--- config.mk ---
export PLATFORM = sky130hd
export DESIGN_NAME = acsf_top
export DESIGN_NICKNAME = d
export VERILOG_FILES = /design/src/verilog/acsf_top.v /design/src/verilog/acsf_sync.v /design/src/verilog/acsf_edge.v
export VERILOG_INCLUDE_DIRS = /design/src /design/src/verilog
export SDC_FILE = /design/constraint.sdc
export NUM_CORES = 1
export LEC_CHECK = 0
export BUFFER_PORTS_ARGS = -buffer_cell sky130_fd_sc_hd__buf_2
export CORE_ASPECT_RATIO = 0.9
export CORE_MARGIN = 4
export CORE_UTILIZATION = 35
export CTS_BUF_LIST = sky130_fd_sc_hd__clkbuf_8
export DETAILED_ROUTE_END_ITERATION = 16
export PLACE_DENSITY = 0.65
export SLEW_MARGIN = 0
export SYNTH_ARGS = -nofsm -noshare
export SYNTH_HDL_FRONTEND = slang
export SYNTH_SLANG_ARGS = --single-unit
--- constraint.sdc ---
create_clock -name sys_clk -period 7 [get_ports sys_clk]
set_input_delay 0.7 -clock sys_clk [delete_from_list [all_inputs] [get_ports sys_clk]]
set_output_delay 0.7 -clock sys_clk [all_outputs]
set_load 0.05 [all_outputs]
--- src/verilog/acsf_map.vh ---
// register offsets, field positions and reset values for the axis flag block
`ifndef ACSF_MAP_VH
`define ACSF_MAP_VH

// register byte offsets
`define ACSF_CMD_OFS 8'h00
`define ACSF_STAT_OFS 8'h04
`define ACSF_EVT_OFS 8'h08
`define ACSF_MASK_OFS 8'h0C
`define ACSF_MODE_OFS 8'h10

// command register bit positions
`define ACSF_CMD_SERVO 0
`define ACSF_CMD_ERRCLR 1
`define ACSF_CMD_DSTOP 2
`define ACSF_CMD_ESTOP 3
`define ACSF_CMD_SYNC 4
`define ACSF_CMD_PRB1RST 5
`define ACSF_CMD_PRB2RST 6
`define ACSF_CMD_W 7

// mode register bit positions
`define ACSF_MODE_SPEED 0
`define ACSF_MODE_TORQUE 1
`define ACSF_MODE_PRB1EN 2
`define ACSF_MODE_PRB2EN 3
`define ACSF_MODE_W 4

// synchronised input vector positions
`define ACSF_IN_ORIGIN 0
`define ACSF_IN_POS 1
`define ACSF_IN_NEG 2
`define ACSF_IN_INDEX 3
`define ACSF_IN_START_LIM 4
`define ACSF_IN_POS_LIM 5
`define ACSF_IN_NEG_LIM 6
`define ACSF_IN_PROBE1 7
`define ACSF_IN_PROBE2 8
`define ACSF_IN_FAULT 9
`define ACSF_IN_ENG_DONE 10
`define ACSF_IN_REL_DONE 11
`define ACSF_IN_SPD_REACH 12
`define ACSF_IN_SPD_LIM 13
`define ACSF_IN_TRQ_REACH 14
`define ACSF_IN_TRQ_LIM 15
`define ACSF_IN_TRACK_ERR 16
`define ACSF_IN_PARAM_OK 17
`define ACSF_IN_FWD_SOFT 18
`define ACSF_IN_REV_SOFT 19
`define ACSF_IN_W 20

// status register bit positions
`define ACSF_ST_SERVO_ON 0
`define ACSF_ST_ERROR 1
`define ACSF_ST_EMERG 2
`define ACSF_ST_SYNC_BUSY 3
`define ACSF_ST_SYNC_ON 4
`define ACSF_ST_SPD_RUN 5
`define ACSF_ST_SPD_DONE 6
`define ACSF_ST_TRQ_RUN 7
`define ACSF_ST_TRQ_DONE 8
`define ACSF_ST_FWD_SOFT 9
`define ACSF_ST_REV_SOFT 10
`define ACSF_ST_START_LIM 11
`define ACSF_ST_POS_LIM 12
`define ACSF_ST_NEG_LIM 13
`define ACSF_ST_PRB1 14
`define ACSF_ST_PRB2 15
`define ACSF_ST_PARAM_OK 16
`define ACSF_ST_TRACK_ERR 17
`define ACSF_ST_ORIGIN 18
`define ACSF_ST_POS 19
`define ACSF_ST_NEG 20
`define ACSF_ST_INDEX 21
`define ACSF_ST_W 22

// interrupt event bit positions
`define ACSF_EV_SPD_DONE 0
`define ACSF_EV_TRQ_DONE 1
`define ACSF_EV_TRACK_ERR 2
`define ACSF_EV_PRB1 3
`define ACSF_EV_PRB2 4
`define ACSF_EV_SYNC_DONE 5
`define ACSF_EV_ERROR 6
`define ACSF_EV_W 7

// reset values
`define ACSF_CMD_RST 7'h00
`define ACSF_MODE_RST 4'h0
`define ACSF_MASK_RST 7'h00
`define ACSF_EVT_RST 7'h00

`endif

--- src/verilog/acsf_top.v ---
// axis command and status flags with a classic wishbone register slave
//
// Notes on behaviour
// - servo bit rise enables, fall disables servo
// - error clear bit rise clears pending error
// - stop bit rises start decel or emergency stop
// - clutch engaged status and transition busy flag
// - speed and torque done on target or limit
// - speed running flag high during speed mode
// - torque running flag high during torque mode
// - limit switches and soft limits shown as levels
// - each probe has a triggered flag
// - tracking error and parameter effective flags
// - origin, positive, negative, index shown as levels
`timescale 1ns/1ns
`default_nettype none
`include "acsf_map.vh"
module acsf_top #(
   parameter ADR_W = 8
) (
   input wire sys_clk,
   input wire sys_rst,
   input wire wb_cyc_i,
   input wire wb_stb_i,
   input wire wb_we_i,
   input wire [ADR_W-1:0] wb_adr_i,
   input wire [3:0] wb_sel_i,
   input wire [31:0] wb_dat_i,
   output reg [31:0] wb_dat_o,
   output reg wb_ack_o,
   output reg irq,
   input wire origin_pin,
   input wire positive_pin,
   input wire negative_pin,
   input wire index_pin,
   input wire start_limit_pin,
   input wire pos_limit_pin,
   input wire neg_limit_pin,
   input wire probe1_pin,
   input wire probe2_pin,
   input wire drive_fault,
   input wire clutch_engage_done,
   input wire clutch_release_done,
   input wire speed_reached,
   input wire speed_at_limit,
   input wire torque_reached,
   input wire torque_at_limit,
   input wire tracking_error,
   input wire sync_params_applied,
   input wire fwd_soft_limit,
   input wire rev_soft_limit,
   output reg axis_servo_on,
   output reg axis_fault_clear,
   output reg axis_decel_stop,
   output reg axis_emerg_stop,
   output reg axis_clutch_engage,
   output reg axis_speed_run,
   output reg axis_torque_run
);
   // software registers
   reg [`ACSF_CMD_W-1:0] cmd;
   reg [`ACSF_MODE_W-1:0] mode;
   reg [`ACSF_EV_W-1:0] evt;
   reg [`ACSF_EV_W-1:0] evt_mask;
   // hardware flags
   reg error_pending;
   reg emerg_active;
   reg clutch_engaged_status;
   reg clutch_transition_active;
   reg speed_done;
   reg torque_done;
   reg probe1_hit;
   reg probe2_hit;
   reg track_flag;
   reg next_error_pending;
   reg next_emerg_active;
   reg next_clutch_engaged;
   reg next_clutch_busy;
   reg next_speed_run;
   reg next_torque_run;
   reg next_speed_done;
   reg next_torque_done;
   reg next_probe1_hit;
   reg next_probe2_hit;
   reg next_track_flag;
   reg next_servo_on;
   reg [`ACSF_EV_W-1:0] ev_now;
   reg [31:0] next_rdata;
   reg [`ACSF_ST_W-1:0] stat;

   wire [`ACSF_IN_W-1:0] pins_raw;
   wire [`ACSF_IN_W-1:0] pins;
   wire [`ACSF_IN_W-1:0] pin_rise;
   wire [`ACSF_CMD_W-1:0] cmd_rise;
   wire [`ACSF_CMD_W-1:0] cmd_fall;
   wire bus_req;
   wire wr_lo;
   wire stop_any;

   // register hit for a given offset, used by every decode below
   function hit;
      input [ADR_W-1:0] adr;
      input [7:0] ofs;
      begin
         hit = (adr[7:0] == ofs);
      end
   endfunction

   assign pins_raw = {rev_soft_limit, fwd_soft_limit, sync_params_applied, tracking_error,
                      torque_at_limit, torque_reached, speed_at_limit, speed_reached,
                      clutch_release_done, clutch_engage_done, drive_fault, probe2_pin,
                      probe1_pin, neg_limit_pin, pos_limit_pin, start_limit_pin,
                      index_pin, negative_pin, positive_pin, origin_pin};

   // every outside input is synchronised before use
   acsf_sync #(
      .WIDTH(`ACSF_IN_W)
   ) u_sync (
      .sys_clk(sys_clk),
      .sys_rst(sys_rst),
      .async_in(pins_raw),
      .sync_out(pins)
   );

   // command edges against the previous scan
   acsf_edge #(
      .WIDTH(`ACSF_CMD_W)
   ) u_cmd_edge (
      .sys_clk(sys_clk),
      .sys_rst(sys_rst),
      .level_in(cmd),
      .rise(cmd_rise),
      .fall(cmd_fall)
   );

   // rising edges on probe pins
   acsf_edge #(
      .WIDTH(`ACSF_IN_W)
   ) u_pin_edge (
      .sys_clk(sys_clk),
      .sys_rst(sys_rst),
      .level_in(pins),
      .rise(pin_rise),
      .fall()
   );

   // a request is taken in the cycle before ack, so it acts exactly once
   assign bus_req = wb_cyc_i & wb_stb_i & ~wb_ack_o;
   // all writable fields live in byte lane 0
   assign wr_lo = bus_req & wb_we_i & wb_sel_i[0];
   assign stop_any = cmd_rise[`ACSF_CMD_DSTOP] | cmd_rise[`ACSF_CMD_ESTOP];

   // next values of the axis flags; a set always wins over a clear
   always @* begin
      next_servo_on = axis_servo_on;
      if (cmd_rise[`ACSF_CMD_SERVO]) begin
         next_servo_on = 1'b1;
      end else if (cmd_fall[`ACSF_CMD_SERVO]) begin
         next_servo_on = 1'b0;
      end
      next_error_pending = pins[`ACSF_IN_FAULT] |
                           (error_pending & ~cmd_rise[`ACSF_CMD_ERRCLR]);
      next_track_flag = pins[`ACSF_IN_TRACK_ERR] |
                        (track_flag & ~cmd_rise[`ACSF_CMD_ERRCLR]);
      // emergency state holds until the error is cleared
      next_emerg_active = cmd_rise[`ACSF_CMD_ESTOP] |
                          (emerg_active & ~cmd_rise[`ACSF_CMD_ERRCLR]);
      // clutch completes only on the drive's own done signals
      next_clutch_engaged = clutch_engaged_status;
      if (axis_clutch_engage & pins[`ACSF_IN_ENG_DONE]) begin
         next_clutch_engaged = 1'b1;
      end else if (~axis_clutch_engage & pins[`ACSF_IN_REL_DONE]) begin
         next_clutch_engaged = 1'b0;
      end
      next_clutch_busy = cmd[`ACSF_CMD_SYNC] ^ next_clutch_engaged;
      // modes run only with servo on and no stop in force; speed has priority
      next_speed_run = mode[`ACSF_MODE_SPEED] & next_servo_on & ~stop_any &
                       ~next_emerg_active;
      next_torque_run = mode[`ACSF_MODE_TORQUE] & ~mode[`ACSF_MODE_SPEED] &
                        next_servo_on & ~stop_any & ~next_emerg_active;
      // done flags restart with each new run
      next_speed_done = speed_done;
      if (next_speed_run & ~axis_speed_run) begin
         next_speed_done = 1'b0;
      end
      if (axis_speed_run & (pins[`ACSF_IN_SPD_REACH] | pins[`ACSF_IN_SPD_LIM])) begin
         next_speed_done = 1'b1;
      end
      next_torque_done = torque_done;
      if (next_torque_run & ~axis_torque_run) begin
         next_torque_done = 1'b0;
      end
      if (axis_torque_run & (pins[`ACSF_IN_TRQ_REACH] | pins[`ACSF_IN_TRQ_LIM])) begin
         next_torque_done = 1'b1;
      end
      // probe latches arm by enable, rearm by the reset command
      next_probe1_hit = (pin_rise[`ACSF_IN_PROBE1] & mode[`ACSF_MODE_PRB1EN]) |
                        (probe1_hit & ~cmd_rise[`ACSF_CMD_PRB1RST]);
      next_probe2_hit = (pin_rise[`ACSF_IN_PROBE2] & mode[`ACSF_MODE_PRB2EN]) |
                        (probe2_hit & ~cmd_rise[`ACSF_CMD_PRB2RST]);
      // events are the rising moments of the flags; sync done is the fall of the clutch busy flag
      ev_now = {`ACSF_EV_W{1'b0}};
      ev_now[`ACSF_EV_SPD_DONE] = next_speed_done & ~speed_done;
      ev_now[`ACSF_EV_TRQ_DONE] = next_torque_done & ~torque_done;
      ev_now[`ACSF_EV_TRACK_ERR] = next_track_flag & ~track_flag;
      ev_now[`ACSF_EV_PRB1] = next_probe1_hit & ~probe1_hit;
      ev_now[`ACSF_EV_PRB2] = next_probe2_hit & ~probe2_hit;
      ev_now[`ACSF_EV_SYNC_DONE] = ~next_clutch_busy & clutch_transition_active;
      ev_now[`ACSF_EV_ERROR] = next_error_pending & ~error_pending;
   end

   // status word; bits above the last field read as zero
   always @* begin
      stat = {`ACSF_ST_W{1'b0}};
      stat[`ACSF_ST_SERVO_ON] = axis_servo_on;
      stat[`ACSF_ST_ERROR] = error_pending;
      stat[`ACSF_ST_EMERG] = emerg_active;
      stat[`ACSF_ST_SYNC_BUSY] = clutch_transition_active;
      stat[`ACSF_ST_SYNC_ON] = clutch_engaged_status;
      stat[`ACSF_ST_SPD_RUN] = axis_speed_run;
      stat[`ACSF_ST_SPD_DONE] = speed_done;
      stat[`ACSF_ST_TRQ_RUN] = axis_torque_run;
      stat[`ACSF_ST_TRQ_DONE] = torque_done;
      stat[`ACSF_ST_FWD_SOFT] = pins[`ACSF_IN_FWD_SOFT];
      stat[`ACSF_ST_REV_SOFT] = pins[`ACSF_IN_REV_SOFT];
      stat[`ACSF_ST_START_LIM] = pins[`ACSF_IN_START_LIM];
      stat[`ACSF_ST_POS_LIM] = pins[`ACSF_IN_POS_LIM];
      stat[`ACSF_ST_NEG_LIM] = pins[`ACSF_IN_NEG_LIM];
      stat[`ACSF_ST_PRB1] = probe1_hit;
      stat[`ACSF_ST_PRB2] = probe2_hit;
      stat[`ACSF_ST_PARAM_OK] = pins[`ACSF_IN_PARAM_OK];
      stat[`ACSF_ST_TRACK_ERR] = track_flag;
      stat[`ACSF_ST_ORIGIN] = pins[`ACSF_IN_ORIGIN];
      stat[`ACSF_ST_POS] = pins[`ACSF_IN_POS];
      stat[`ACSF_ST_NEG] = pins[`ACSF_IN_NEG];
      stat[`ACSF_ST_INDEX] = pins[`ACSF_IN_INDEX];
   end

   // read mux; unmapped offsets answer zero
   always @* begin
      next_rdata = 32'h00000000;
      if (hit(wb_adr_i, `ACSF_CMD_OFS)) begin
         next_rdata[`ACSF_CMD_W-1:0] = cmd;
      end else if (hit(wb_adr_i, `ACSF_STAT_OFS)) begin
         next_rdata[`ACSF_ST_W-1:0] = stat;
      end else if (hit(wb_adr_i, `ACSF_EVT_OFS)) begin
         next_rdata[`ACSF_EV_W-1:0] = evt;
      end else if (hit(wb_adr_i, `ACSF_MASK_OFS)) begin
         next_rdata[`ACSF_EV_W-1:0] = evt_mask;
      end else if (hit(wb_adr_i, `ACSF_MODE_OFS)) begin
         next_rdata[`ACSF_MODE_W-1:0] = mode;
      end
   end

   // bus slave: one wait state, ack for every address
   always @(posedge sys_clk or posedge sys_rst) begin
      if (sys_rst) begin
         wb_ack_o <= 1'b0;
         wb_dat_o <= 32'h00000000;
      end else begin
         wb_ack_o <= bus_req;
         wb_dat_o <= bus_req ? next_rdata : 32'h00000000;
      end
   end

   // software registers; only defined bits are stored
   always @(posedge sys_clk or posedge sys_rst) begin
      if (sys_rst) begin
         cmd <= `ACSF_CMD_RST;
         mode <= `ACSF_MODE_RST;
         evt_mask <= `ACSF_MASK_RST;
         evt <= `ACSF_EVT_RST;
      end else begin
         if (wr_lo & hit(wb_adr_i, `ACSF_CMD_OFS)) begin
            cmd <= wb_dat_i[`ACSF_CMD_W-1:0];
         end
         if (wr_lo & hit(wb_adr_i, `ACSF_MASK_OFS)) begin
            evt_mask <= wb_dat_i[`ACSF_EV_W-1:0];
         end
         // a stop cancels the requested run so it does not restart by itself
         if (stop_any) begin
            mode <= mode & ~({{(`ACSF_MODE_W-2){1'b0}}, 2'b11});
         end else if (wr_lo & hit(wb_adr_i, `ACSF_MODE_OFS)) begin
            mode <= wb_dat_i[`ACSF_MODE_W-1:0];
         end
         // write one to clear; a new event in the same cycle wins
         if (wr_lo & hit(wb_adr_i, `ACSF_EVT_OFS)) begin
            evt <= (evt & ~wb_dat_i[`ACSF_EV_W-1:0]) | ev_now;
         end else begin
            evt <= evt | ev_now;
         end
      end
   end

   // axis flags and drive outputs, all registered
   always @(posedge sys_clk or posedge sys_rst) begin
      if (sys_rst) begin
         axis_servo_on <= 1'b0;
         axis_fault_clear <= 1'b0;
         axis_decel_stop <= 1'b0;
         axis_emerg_stop <= 1'b0;
         axis_clutch_engage <= 1'b0;
         axis_speed_run <= 1'b0;
         axis_torque_run <= 1'b0;
         error_pending <= 1'b0;
         emerg_active <= 1'b0;
         clutch_engaged_status <= 1'b0;
         clutch_transition_active <= 1'b0;
         speed_done <= 1'b0;
         torque_done <= 1'b0;
         probe1_hit <= 1'b0;
         probe2_hit <= 1'b0;
         track_flag <= 1'b0;
         irq <= 1'b0;
      end else begin
         axis_servo_on <= next_servo_on;
         axis_fault_clear <= cmd_rise[`ACSF_CMD_ERRCLR];
         axis_decel_stop <= cmd_rise[`ACSF_CMD_DSTOP];
         axis_emerg_stop <= cmd_rise[`ACSF_CMD_ESTOP];
         axis_clutch_engage <= cmd[`ACSF_CMD_SYNC];
         axis_speed_run <= next_speed_run;
         axis_torque_run <= next_torque_run;
         error_pending <= next_error_pending;
         emerg_active <= next_emerg_active;
         clutch_engaged_status <= next_clutch_engaged;
         clutch_transition_active <= next_clutch_busy;
         speed_done <= next_speed_done;
         torque_done <= next_torque_done;
         probe1_hit <= next_probe1_hit;
         probe2_hit <= next_probe2_hit;
         track_flag <= next_track_flag;
         // one cycle behind the sticky bits, keeps the output a plain flop
         irq <= |(evt & evt_mask);
      end
   end
endmodule
`default_nettype wire

--- src/verilog/acsf_sync.v ---
// two-flop synchroniser bank for pin inputs
`timescale 1ns/1ns
`default_nettype none
module acsf_sync #(
   parameter WIDTH = 20
) (
   input wire sys_clk,
   input wire sys_rst,
   input wire [WIDTH-1:0] async_in,
   output reg [WIDTH-1:0] sync_out
);
   reg [WIDTH-1:0] meta;

   // first stage feeds only the second stage
   always @(posedge sys_clk or posedge sys_rst) begin
      if (sys_rst) begin
         meta <= {WIDTH{1'b0}};
         sync_out <= {WIDTH{1'b0}};
      end else begin
         meta <= async_in;
         sync_out <= meta;
      end
   end
endmodule
`default_nettype wire

--- src/verilog/acsf_edge.v ---
// edge finder comparing each bit with its value one scan earlier
`timescale 1ns/1ns
`default_nettype none
module acsf_edge #(
   parameter WIDTH = 7
) (
   input wire sys_clk,
   input wire sys_rst,
   input wire [WIDTH-1:0] level_in,
   output wire [WIDTH-1:0] rise,
   output wire [WIDTH-1:0] fall
);
   reg [WIDTH-1:0] prev;

   // previous scan value; each edge lasts exactly one cycle
   always @(posedge sys_clk or posedge sys_rst) begin
      if (sys_rst) begin
         prev <= {WIDTH{1'b0}};
      end else begin
         prev <= level_in;
      end
   end

   assign rise = level_in & ~prev;
   assign fall = ~level_in & prev;
endmodule
`default_nettype wire

==> results of run 1 <==
==> power by group through the flow <==
stage               Sequential, uW  Combinational, uW  Clock (uW)
floorplan                      694               42.0           0
global placement               690               65.6           0
detailed placement             690               67.3           0
CTS                            678               67.6         791
global route                   680               73.5         820
finish                         678               66.2         767
==> layout by cell type, fill, tap and decap left out, drive strengths merged, types with 3 or more instances in the layout <==
cell,Yosys,final
mux2i,6,6
o2bb2ai,3,3
mux2,19,19
nor4,3,3
dfrtp,113,113
a21oi,5,5
buf,12,72
clkinv,1,4
or3,4,4
o221a,4,4
a21o,3,3
a22o,4,4
inv,17,18
nand3b,4,4
nor2,10,10
nand2,11,11
o21ai,4,4
a22oi,5,5
nand2b,4,4
a211oi,4,4
clkbuf,2,20
and2,15,15
bufinv,0,7
conb,1,10
==> worst max-delay path by stage <==
stage	end	slack [ps]	depth (start not counted)
floorplan	axis_decel_stop	3310	1
global placement	wb_dat_o[16]	4310	5
detailed placement	wb_dat_o[13]	4270	5
CTS	wb_dat_o[10]	4710	5
global route	wb_dat_o[7]	4590	5
finish	wb_dat_o[13]	4760	5
==> final cells by class <==
| class | count | area share [%] |
|---|---|---|
| Clock buffer | 20 | 5.49 |
| Clock inverter | 11 | 4.64 |
| Inverter | 18 | 1.40 |
| Multi-Input combinational cell | 139 | 21.0 |
| Sequential cell | 113 | 56.4 |
| Tap cell | 152 | 3.79 |
| Timing Repair Buffer | 72 | 7.24 |
==> per-stage QoR <==
step	hold slack [ps]	setup WS [ps]	util [%]	total power [uW]	std cells
after floorplan	331	3310	-	736	284
after global placement	331	4310	40.8	755	494
after detailed placement	336	4270	40.8	758	494
after CTS	350	4710	45.4	1540	525
after global routing	352	4590	45.4	1570	525
final	347	4760	45.4	1510	525
==> cell usage after synthesis (4+ instances only) <==
cell type	n
a211oi_1	4
a21oi_1	5
a22o_1	4
a22oi_1	5
and2_1	15
buf_4	10
dfrtp_1	113
inv_1	17
mux2_2	19
mux2i_1	6
nand2_1	11
nand2b_1	4
nand3b_1	4
nor2_1	10
o21ai_0	4
o221a_2	4
==> logic make-up after synthesis <==
group	share of synthesized area [%]
other cells	0.0934
flops	70.4
simple gates	10.4
buf+inv	4.18
mux	6.82
compound gates	7.57
fa+ha+maj	0.249
xor+xnor	0.218
==> routing by layer <==
metal  wire, um  track usage (%)  share of wire, %
met4        106             4.69               1.3
met2       3900             20.8                48
met3        592             5.14               7.3
met1       3550             17.2                44
met5          0                0                 0
==> worst max-delay path: stages <==
cell	delay [ps]
buf_2	100
or3_4	440
or2_1	420
nor4_4	680
and2_1	230
==> sequential cells by signal, summed over array words and instances (netlist names), 2 cells and up <==
name,count
cmd,7
evt,7
evt_mask,7
mode,4
u_cmd_edge.prev,7
u_pin_edge.prev,2
u_sync.meta,20
u_sync.sync_out,20
wb_dat_o,22
==> flow_metrics.tcl, run 1 <==
set metrics [dict create \
    n_antenna_cell 0 \
    clk_pin_slew_ps 70 \
    fin_skew_ps 5.98 \
    regToRegSetupSlack_ps 4850 \
    wl_per_cell_um 15.5 \
    vias 2376 \
    status "finished clean" \
    synth_area_leaders "dfrtp_1, mux2_2, and2_1" \
    worstHoldEndpoint "u_sync.sync_out[5]" \
    setup_tns_ps 0 \
    n_fill_cell 1002 \
    die_x_um 121 \
    cts_resized 0 \
    grt_pass1_wl_um 13300 \
    drc 0 \
    r2r-start "wb_ack_o" \
    routed_via_density 4.53 \
    synthDistinctLibCells 43 \
    worst-endpoint-required_ps 7340 \
    synth-async-reset-ratio_pct 100 \
    dp_hpwl_um 5700 \
    firstDrtPassIters 5 \
    power_leakage_uw 0.00253 \
    place_congestion 0.884 \
    synth_seq_area_share_pct 70.4 \
    switching_share_pct 20.0 \
    max_slew_margin_pct 39.3 \
    cts_root_buf "clkbuf_8" \
    p_int_uw 1210 \
    ff_latch_area_um2 2830 \
    power.density_nw_per_um2 302 \
    final.period_utilization_pct 32.0 \
    vdd_drop_max_mv 0.144 \
    io_pins 110 \
    synth_top_cell_area_share_pct 70.4 \
    setup_viol 0 \
    worstMarginPinSlew_ps 902 \
    cp-start-kind "primary input" \
    reg2regPathDepth 5 \
    worst-setup-path-type "primary input to flip-flop" \
    die_area_um2 13300 \
    placed_cell_area_um2 4500 \
    finalHoldViolations 0 \
    critPathLaunch "wb_adr_i[5]" \
    max_cap_viol_count 0 \
    max_freq_mhz 446 \
    period_needed_ps 2240 \
    finalWirelength_um 8150 \
    die_h_um 110 \
    clockBufferDepth 2 \
    insertion_delay_ps 400 \
    htree_levels 4 \
    yosysWarnings 0 \
    rsz0062_at_grt "no" \
    synth-main-ff-cell "dfrtp_1" \
    hp-start "u_sync.meta[5]" \
    cts_num_sinks 113 \
    critical_path_arrival_ps 2580 \
    drtAntennaViolNets 0 \
    synth_seq_cells 113 \
    grt-ovfl-total 0 \
    final_cell_area_um2 5010 \
    hp-class "flip-flop to flip-flop" \
    setup.worst_path.end_class "flip-flop" \
    p_clk_share_pct 50.8 \
    synth-edff-count 0 \
    multi_input_area_um2 1050 \
    crit_path_max_fanout 15 \
    nets 430 \
    start_util_pct 36.4 \
    syn_inst 275 \
    sequentialPowerShare_pct 44.9 \
    grt_use_total_pct 13.4 \
    yosys.area.top_type "dfrtp_1" \
    reg2reg_to "evt_mask[6]" \
    cts_made_buffers 17 \
    cts_tree "yes" \
    first_iter_violations 155 \
    synth_area_um2 4020 \
    antenna_found_initial 0 \
    io_buffers 71 \
    cts_hold_buffers 0 \
    grt_max_degree 62 \
    rows 36 \
    synth.avg_cell_area_um2 14.6 \
    core-area_um2 11000 \
    p_switching_uw 302 \
    hold_depth 0 \
    drv_slew 0 \
    syn_to_final_growth_pct 24.8 \
    post-cts-setup-buffer-count 0 \
    first_global_vias 2575 \
    layout-drive-gt1-share_pct 36.2 \
    comb_power_share_pct 4.4 \
]
Note: power is estimated with default switching activity, not from simulation.
==> run 2, diff against run 1 <==
==> constraint.sdc (replaced) <==
create_clock -name sys_clk -period 2.22 [get_ports sys_clk]
set_input_delay 0.222 -clock sys_clk [delete_from_list [all_inputs] [get_ports sys_clk]]
set_output_delay 0.222 -clock sys_clk [all_outputs]
set_load 0.05 [all_outputs]
==> run 2 against run 1 <==
Non-clock buffer count up 30. Global-route usage up 0.22 points. Critical path depth unchanged. Routed wire length increased by 1.2%. Die area is the same. Sequential power rose to 3.2 times the previous value. Sequential share of layout area shrank 2.3 points. Count of clock-buffer cells in the layout fell by 2. Clock power rose to 2.5 times the previous value. Sequential cell count unchanged. Power rose to 2.9 times the previous value. Largest cell class unchanged. Highest routed layer unchanged.
==> flow_metrics.tcl, run 2 (same netlist as run 1, synthesis figures left out) <==
set metrics [dict create \
    met2_usage_pct 20.9 \
    largest_reg_flops 22 \
    finalWirelength_um 8250 \
    final_cell_mix "dfrtp_1, buf_2, dlygate4sd3_1, mux2_2, clkbuf_8" \
    nets 460 \
    die_area_um2 13300 \
    antenna_found_initial 0 \
    period_needed_ps 1870 \
    grt_max_degree 44 \
    first_global_vias 2622 \
    syn_to_final_growth_pct 30.1 \
    insertion_delay_ps 420 \
    cts_made_buffers 17 \
    max_slew_margin_pct 46.3 \
    top_regs "wb_dat_o: 22 flops, u_sync.meta: 20 flops, u_sync.sync_out: 20 flops" \
    hp-class "primary input to flip-flop" \
    rows 36 \
    cts_resized 0 \
    core-area_um2 11000 \
    cp-start-kind "flip-flop" \
    vias 2543 \
    htree_levels 4 \
    final.period_utilization_pct 84.2 \
    setup_tns_ps 0 \
    drc 0 \
    worst-setup-path-type "flip-flop to flip-flop" \
    power_leakage_uw 0.00261 \
    largest-register "wb_dat_o" \
    n_antenna_cell 0 \
    power.density_nw_per_um2 831 \
    fin_skew_ps 9.46 \
    met1_usage_pct 17.9 \
    max_freq_mhz 535 \
    worst-endpoint-required_ps 2520 \
    max_cap_viol_count 0 \
    cts_num_sinks 113 \
    die_x_um 121 \
    start_util_pct 36.4 \
    die_h_um 110 \
    rsz0062_at_grt "no" \
    routed_via_density 4.57 \
    vdd_drop_max_mv 0.288 \
    io_buffers 71 \
    final_common_cell "dfrtp_1" \
    setup.worst_path.end_class "flip-flop" \
    drtAntennaViolNets 0 \
    crit_path_max_fanout 7 \
    cts_tree "yes" \
    place_congestion 0.854 \
    setup_viol 0 \
    worstMarginPinSlew_ps 803 \
    post-cts-setup-buffer-count 0 \
    status "finished clean" \
    io_pins 110 \
    wl_per_cell_um 14.8 \
    grt-ovfl-total 0 \
    cts_root_buf "clkbuf_8" \
    dp_hpwl_um 5850 \
    clockBufferDepth 2 \
    whs_ps 68.7 \
    drv_slew 0 \
    grt_use_total_pct 13.6 \
    firstDrtPassIters 4 \
    busiest_layer "met2" \
    clk_pin_slew_ps 60 \
    grt_pass1_wl_um 13500 \
    first_iter_violations 150 \
    finalHoldViolations 0 \
    layout-drive-gt1-share_pct 35.9 \
    critical_path_arrival_ps 2160 \
    grt_use_met3_pct 5.14 \
]
==> run 2: cell count changes in the layout (fill, tap and decap cells not counted), sizes merged <==
| cell | delta |
|---|---|
| clkinv | +4 |
| buf | +9 |
| inv | -1 |
| dlygate4sd3 | +21 |
| clkbuf | -2 |
| clkinvlp | +4 |
| bufinv | -4 |
==> run 2: path summary, 6_finish.rpt <==
path / startpoint / end / slack, ps / cells after the start
max: wb_ack_o / evt_mask[2] / 350 / 5
min: wb_dat_i[5] / cmd[5] / 70 / 2
max reg2reg: wb_ack_o / evt_mask[2] / 350 / 5
min reg2reg: u_sync.meta[8] / u_sync.sync_out[8] / 350 / 0
max in group asynchronous: sys_rst / wb_dat_o[20] / 1070 / 4
min in group asynchronous: sys_rst / evt[1] / 500 / 3
==> run 2: cell type report <==
class	count	area [um2]
fill	1004	5810
sequential	113	2830
multi-input combinational	139	1050
timing repair buffer	102	666
clock buffer	18	248
tap	152	190
clock inverter	14	166
inverter	18	71.3
==> run 2: metal layers <==
metal / vias to the layer above / wire length [um]
met2: 97 / 3960
met1: 1271 / 3540
met3: 12 / 673
met4: 0 / 78
met5: - / 0
li1: 1163 / -
==> run 2: worst max-delay path: stages (launching register included) <==
cell	delay (ps)
dfrtp_1	370
nand3b_1	330
clkinv_1	130
nand4_1	150
nor3_4	380
mux2_2	390
==> run 2: report_power, final <==
group / leakage, uW / internal, uW / switching, uW
Sequential: 0.00145 / 2110 / 23.6
Clock: 0.000206 / 1130 / 821
Combinational: 0.000956 / 90.9 / 158
==> run 2: stage by stage <==
stage | instance area, um2 | power (uW) | util, % | cells | setup slack, ps
after floorplan | 4050 | 2320 | - | 284 | 148
after global placement | 4600 | 2400 | 41.7 | 503 | 260
after detailed placement | 4600 | 2400 | 41.7 | 503 | 237
after CTS | 5220 | 4400 | 47.3 | 556 | 365
after global routing | 5220 | 4530 | 47.3 | 556 | 260
final | 5220 | 4340 | 47.3 | 556 | 352
==> run 2: timing repair <==
item | in CTS | in global routing
setup endpoints to repair | 0 | 0
endpoints found under the hold margin | 51 | 0
hold buffers | 21 | 0
==> run 3, diff against run 2 <==
--- a/config.mk
+++ b/config.mk
@@ -12,7 +12,7 @@
 export CORE_UTILIZATION = 35
 export CTS_BUF_LIST = sky130_fd_sc_hd__clkbuf_8
 export DETAILED_ROUTE_END_ITERATION = 16
-export PLACE_DENSITY = 0.65
+export PLACE_DENSITY = 0.67
 export SLEW_MARGIN = 0
 export SYNTH_ARGS = -nofsm -noshare
 export SYNTH_HDL_FRONTEND = slang
==> constraint.sdc (replaced) <==
create_clock -name sys_clk -period 1.7 [get_ports sys_clk]
set_input_delay 0.17 -clock sys_clk [delete_from_list [all_inputs] [get_ports sys_clk]]
set_output_delay 0.17 -clock sys_clk [all_outputs]
set_load 0.05 [all_outputs]
==> run 3 against run 2 <==
Hold slack got worse by 38 ps. Final cell count up 2.0%. Sequential cell count unchanged. Utilization increased by 1.3 points. Sequential power rose by 31%. Clock skew fell by 0.51 ps. Clock power is 30% higher. Count of clock-buffer cells in the layout rose by 3. Die area unchanged. Critical path type unchanged. Highest routed layer unchanged.
==> flow_metrics.tcl, run 3 (same netlist as run 1, synthesis figures left out) <==
set metrics [dict create \
    routed_via_density 4.46 \
    drc 0 \
    fin_skew_ps 8.95 \
    core-area_um2 11000 \
    htree_levels 4 \
    io_pins 110 \
    io_buffers 71 \
    drtAntennaViolNets 0 \
    final_cell_area_um2 5370 \
    cts_tree "yes" \
    cts_root_buf "clkbuf_8" \
    worst-setup-path-type "flip-flop to flip-flop" \
    setup_tns_ps 0 \
    cp_slowest_cell "dfrtp_2" \
    setup.worst_path.end_class "flip-flop" \
    grt_max_degree 32 \
    rsz0062_at_grt "yes" \
    nets 471 \
    power.density_nw_per_um2 1060 \
    largest_reg_flops 22 \
    antenna_found_initial 0 \
    setup_viol 0 \
    rows 36 \
    grt_pass1_wl_um 13800 \
    grt_use_total_pct 14.0 \
    postLayoutCoreUtil_pct 48.6 \
    placed_cell_area_um2 4690 \
    first_iter_violations 152 \
    die_h_um 110 \
    status "finished clean" \
    power_leakage_uw 0.00267 \
    drv_slew 0 \
    slowest_delay_ps 400 \
    worst-endpoint-required_ps 2000 \
    max_cap_viol_count 0 \
    top_regs "wb_dat_o: 22 flops, u_sync.meta: 20 flops, u_sync.sync_out: 20 flops" \
    n_antenna_cell 0 \
    vias 2527 \
    dp_slack_ps -181 \
    cts_num_sinks 113 \
    first_global_vias 2766 \
    finalHoldViolations 0 \
    wl_per_cell_um 14.8 \
    worstPathCellList "nand3b_1 > clkinv_2 > nand4_1 > nor3_4 > buf_12 > mux2_2" \
    die_x_um 121 \
    final_common_cell "dfrtp_1" \
    start_util_pct 36.4 \
    place_congestion 0.863 \
    die_area_um2 13300 \
    dp_hpwl_um 6090 \
    grt-ovfl-total 0 \
    vdd_drop_max_mv 0.380 \
    largest-register "wb_dat_o" \
    critical_path_arrival_ps 1940 \
    setup_slack_ps 55.0 \
    clk_pin_slew_ps 70 \
    firstDrtPassIters 4 \
    final.period_utilization_pct 96.8 \
    hp-class "primary input to flip-flop" \
    finalWirelength_um 8410 \
    final_cell_mix "dfrtp_1, buf_2, dlygate4sd3_1, clkbuf_8, mux2_2" \
    power_uw 5680 \
    period_needed_ps 1640 \
    cp-start-kind "flip-flop" \
    max_freq_mhz 608 \
    crit_path_max_fanout 7 \
    layout-drive-gt1-share_pct 38.1 \
    syn_to_final_growth_pct 33.7 \
    cts_made_buffers 17 \
    clockBufferDepth 2 \
    insertion_delay_ps 410 \
]
## run 3: final timing paths
check / slack, ps / cells after the start / end / start
worst max-delay path: 60 / 6 / evt_mask[5] / wb_ack_o
worst min-delay path: 30 / 2 / evt_mask[5] / wb_dat_i[5]
worst max register to register: 60 / 6 / evt_mask[5] / wb_ack_o
worst min register to register: 350 / 0 / u_sync.sync_out[7] / u_sync.meta[7]
max in group asynchronous: 800 / 4 / wb_dat_o[7] / sys_rst
min in group asynchronous: 320 / 3 / evt[0] / sys_rst
## run 3: power breakdown
part           leakage, uW  internal (uW)  total (uW)  switching (uW)
clock network     0.000208           1470        2530            1070
logic              0.00102            133         352             219
registers          0.00144           2760        2800            33.3
total              0.00267           4360        5680            1320
## run 3: metal layers
layer / vias up / wire length, um / part of all wire (%) / track usage (%)
met4: 0 / 136 / 1.6 / 6.15
met3: 11 / 516 / 6.1 / 4.27
met1: 1255 / 3620 / 43 / 17.9
li1: 1186 / - / - / -
met2: 75 / 4140 / 49 / 22.0
met5: - / 0 / 0 / 0
## run 3: layout make-up
class,count,area [um2]
Multi-Input combinational cell,139,1070
Tap cell,152,190
Clock buffer,21,289
Fill cell,967,5670
Clock inverter,11,129
Timing Repair Buffer,113,783
Sequential cell,113,2830
Inverter,18,72.6
## run 3: critical path, delay by kind of cell, from the launching register on
family,cells,cell delay (ps)
buffers and inverters,2,240
flip-flops,1,400
multiplexers,1,330
AND/OR/NAND/NOR,3,570
## run 3: through the flow
stage                     std cells  hold WS (ps)
after floorplan                 284           201
after global placement          512           198
after detailed placement        512           201
after CTS                       566          3.40
after global routing            567          8.92
final                           567          30.7
## run 3: repair_timing
action,in CTS,in global routing
setup buffers,0,1
setup endpoints to repair,0,20
gates resized for setup,0,5
endpoints found under the hold margin,33,0
hold buffers,22,0
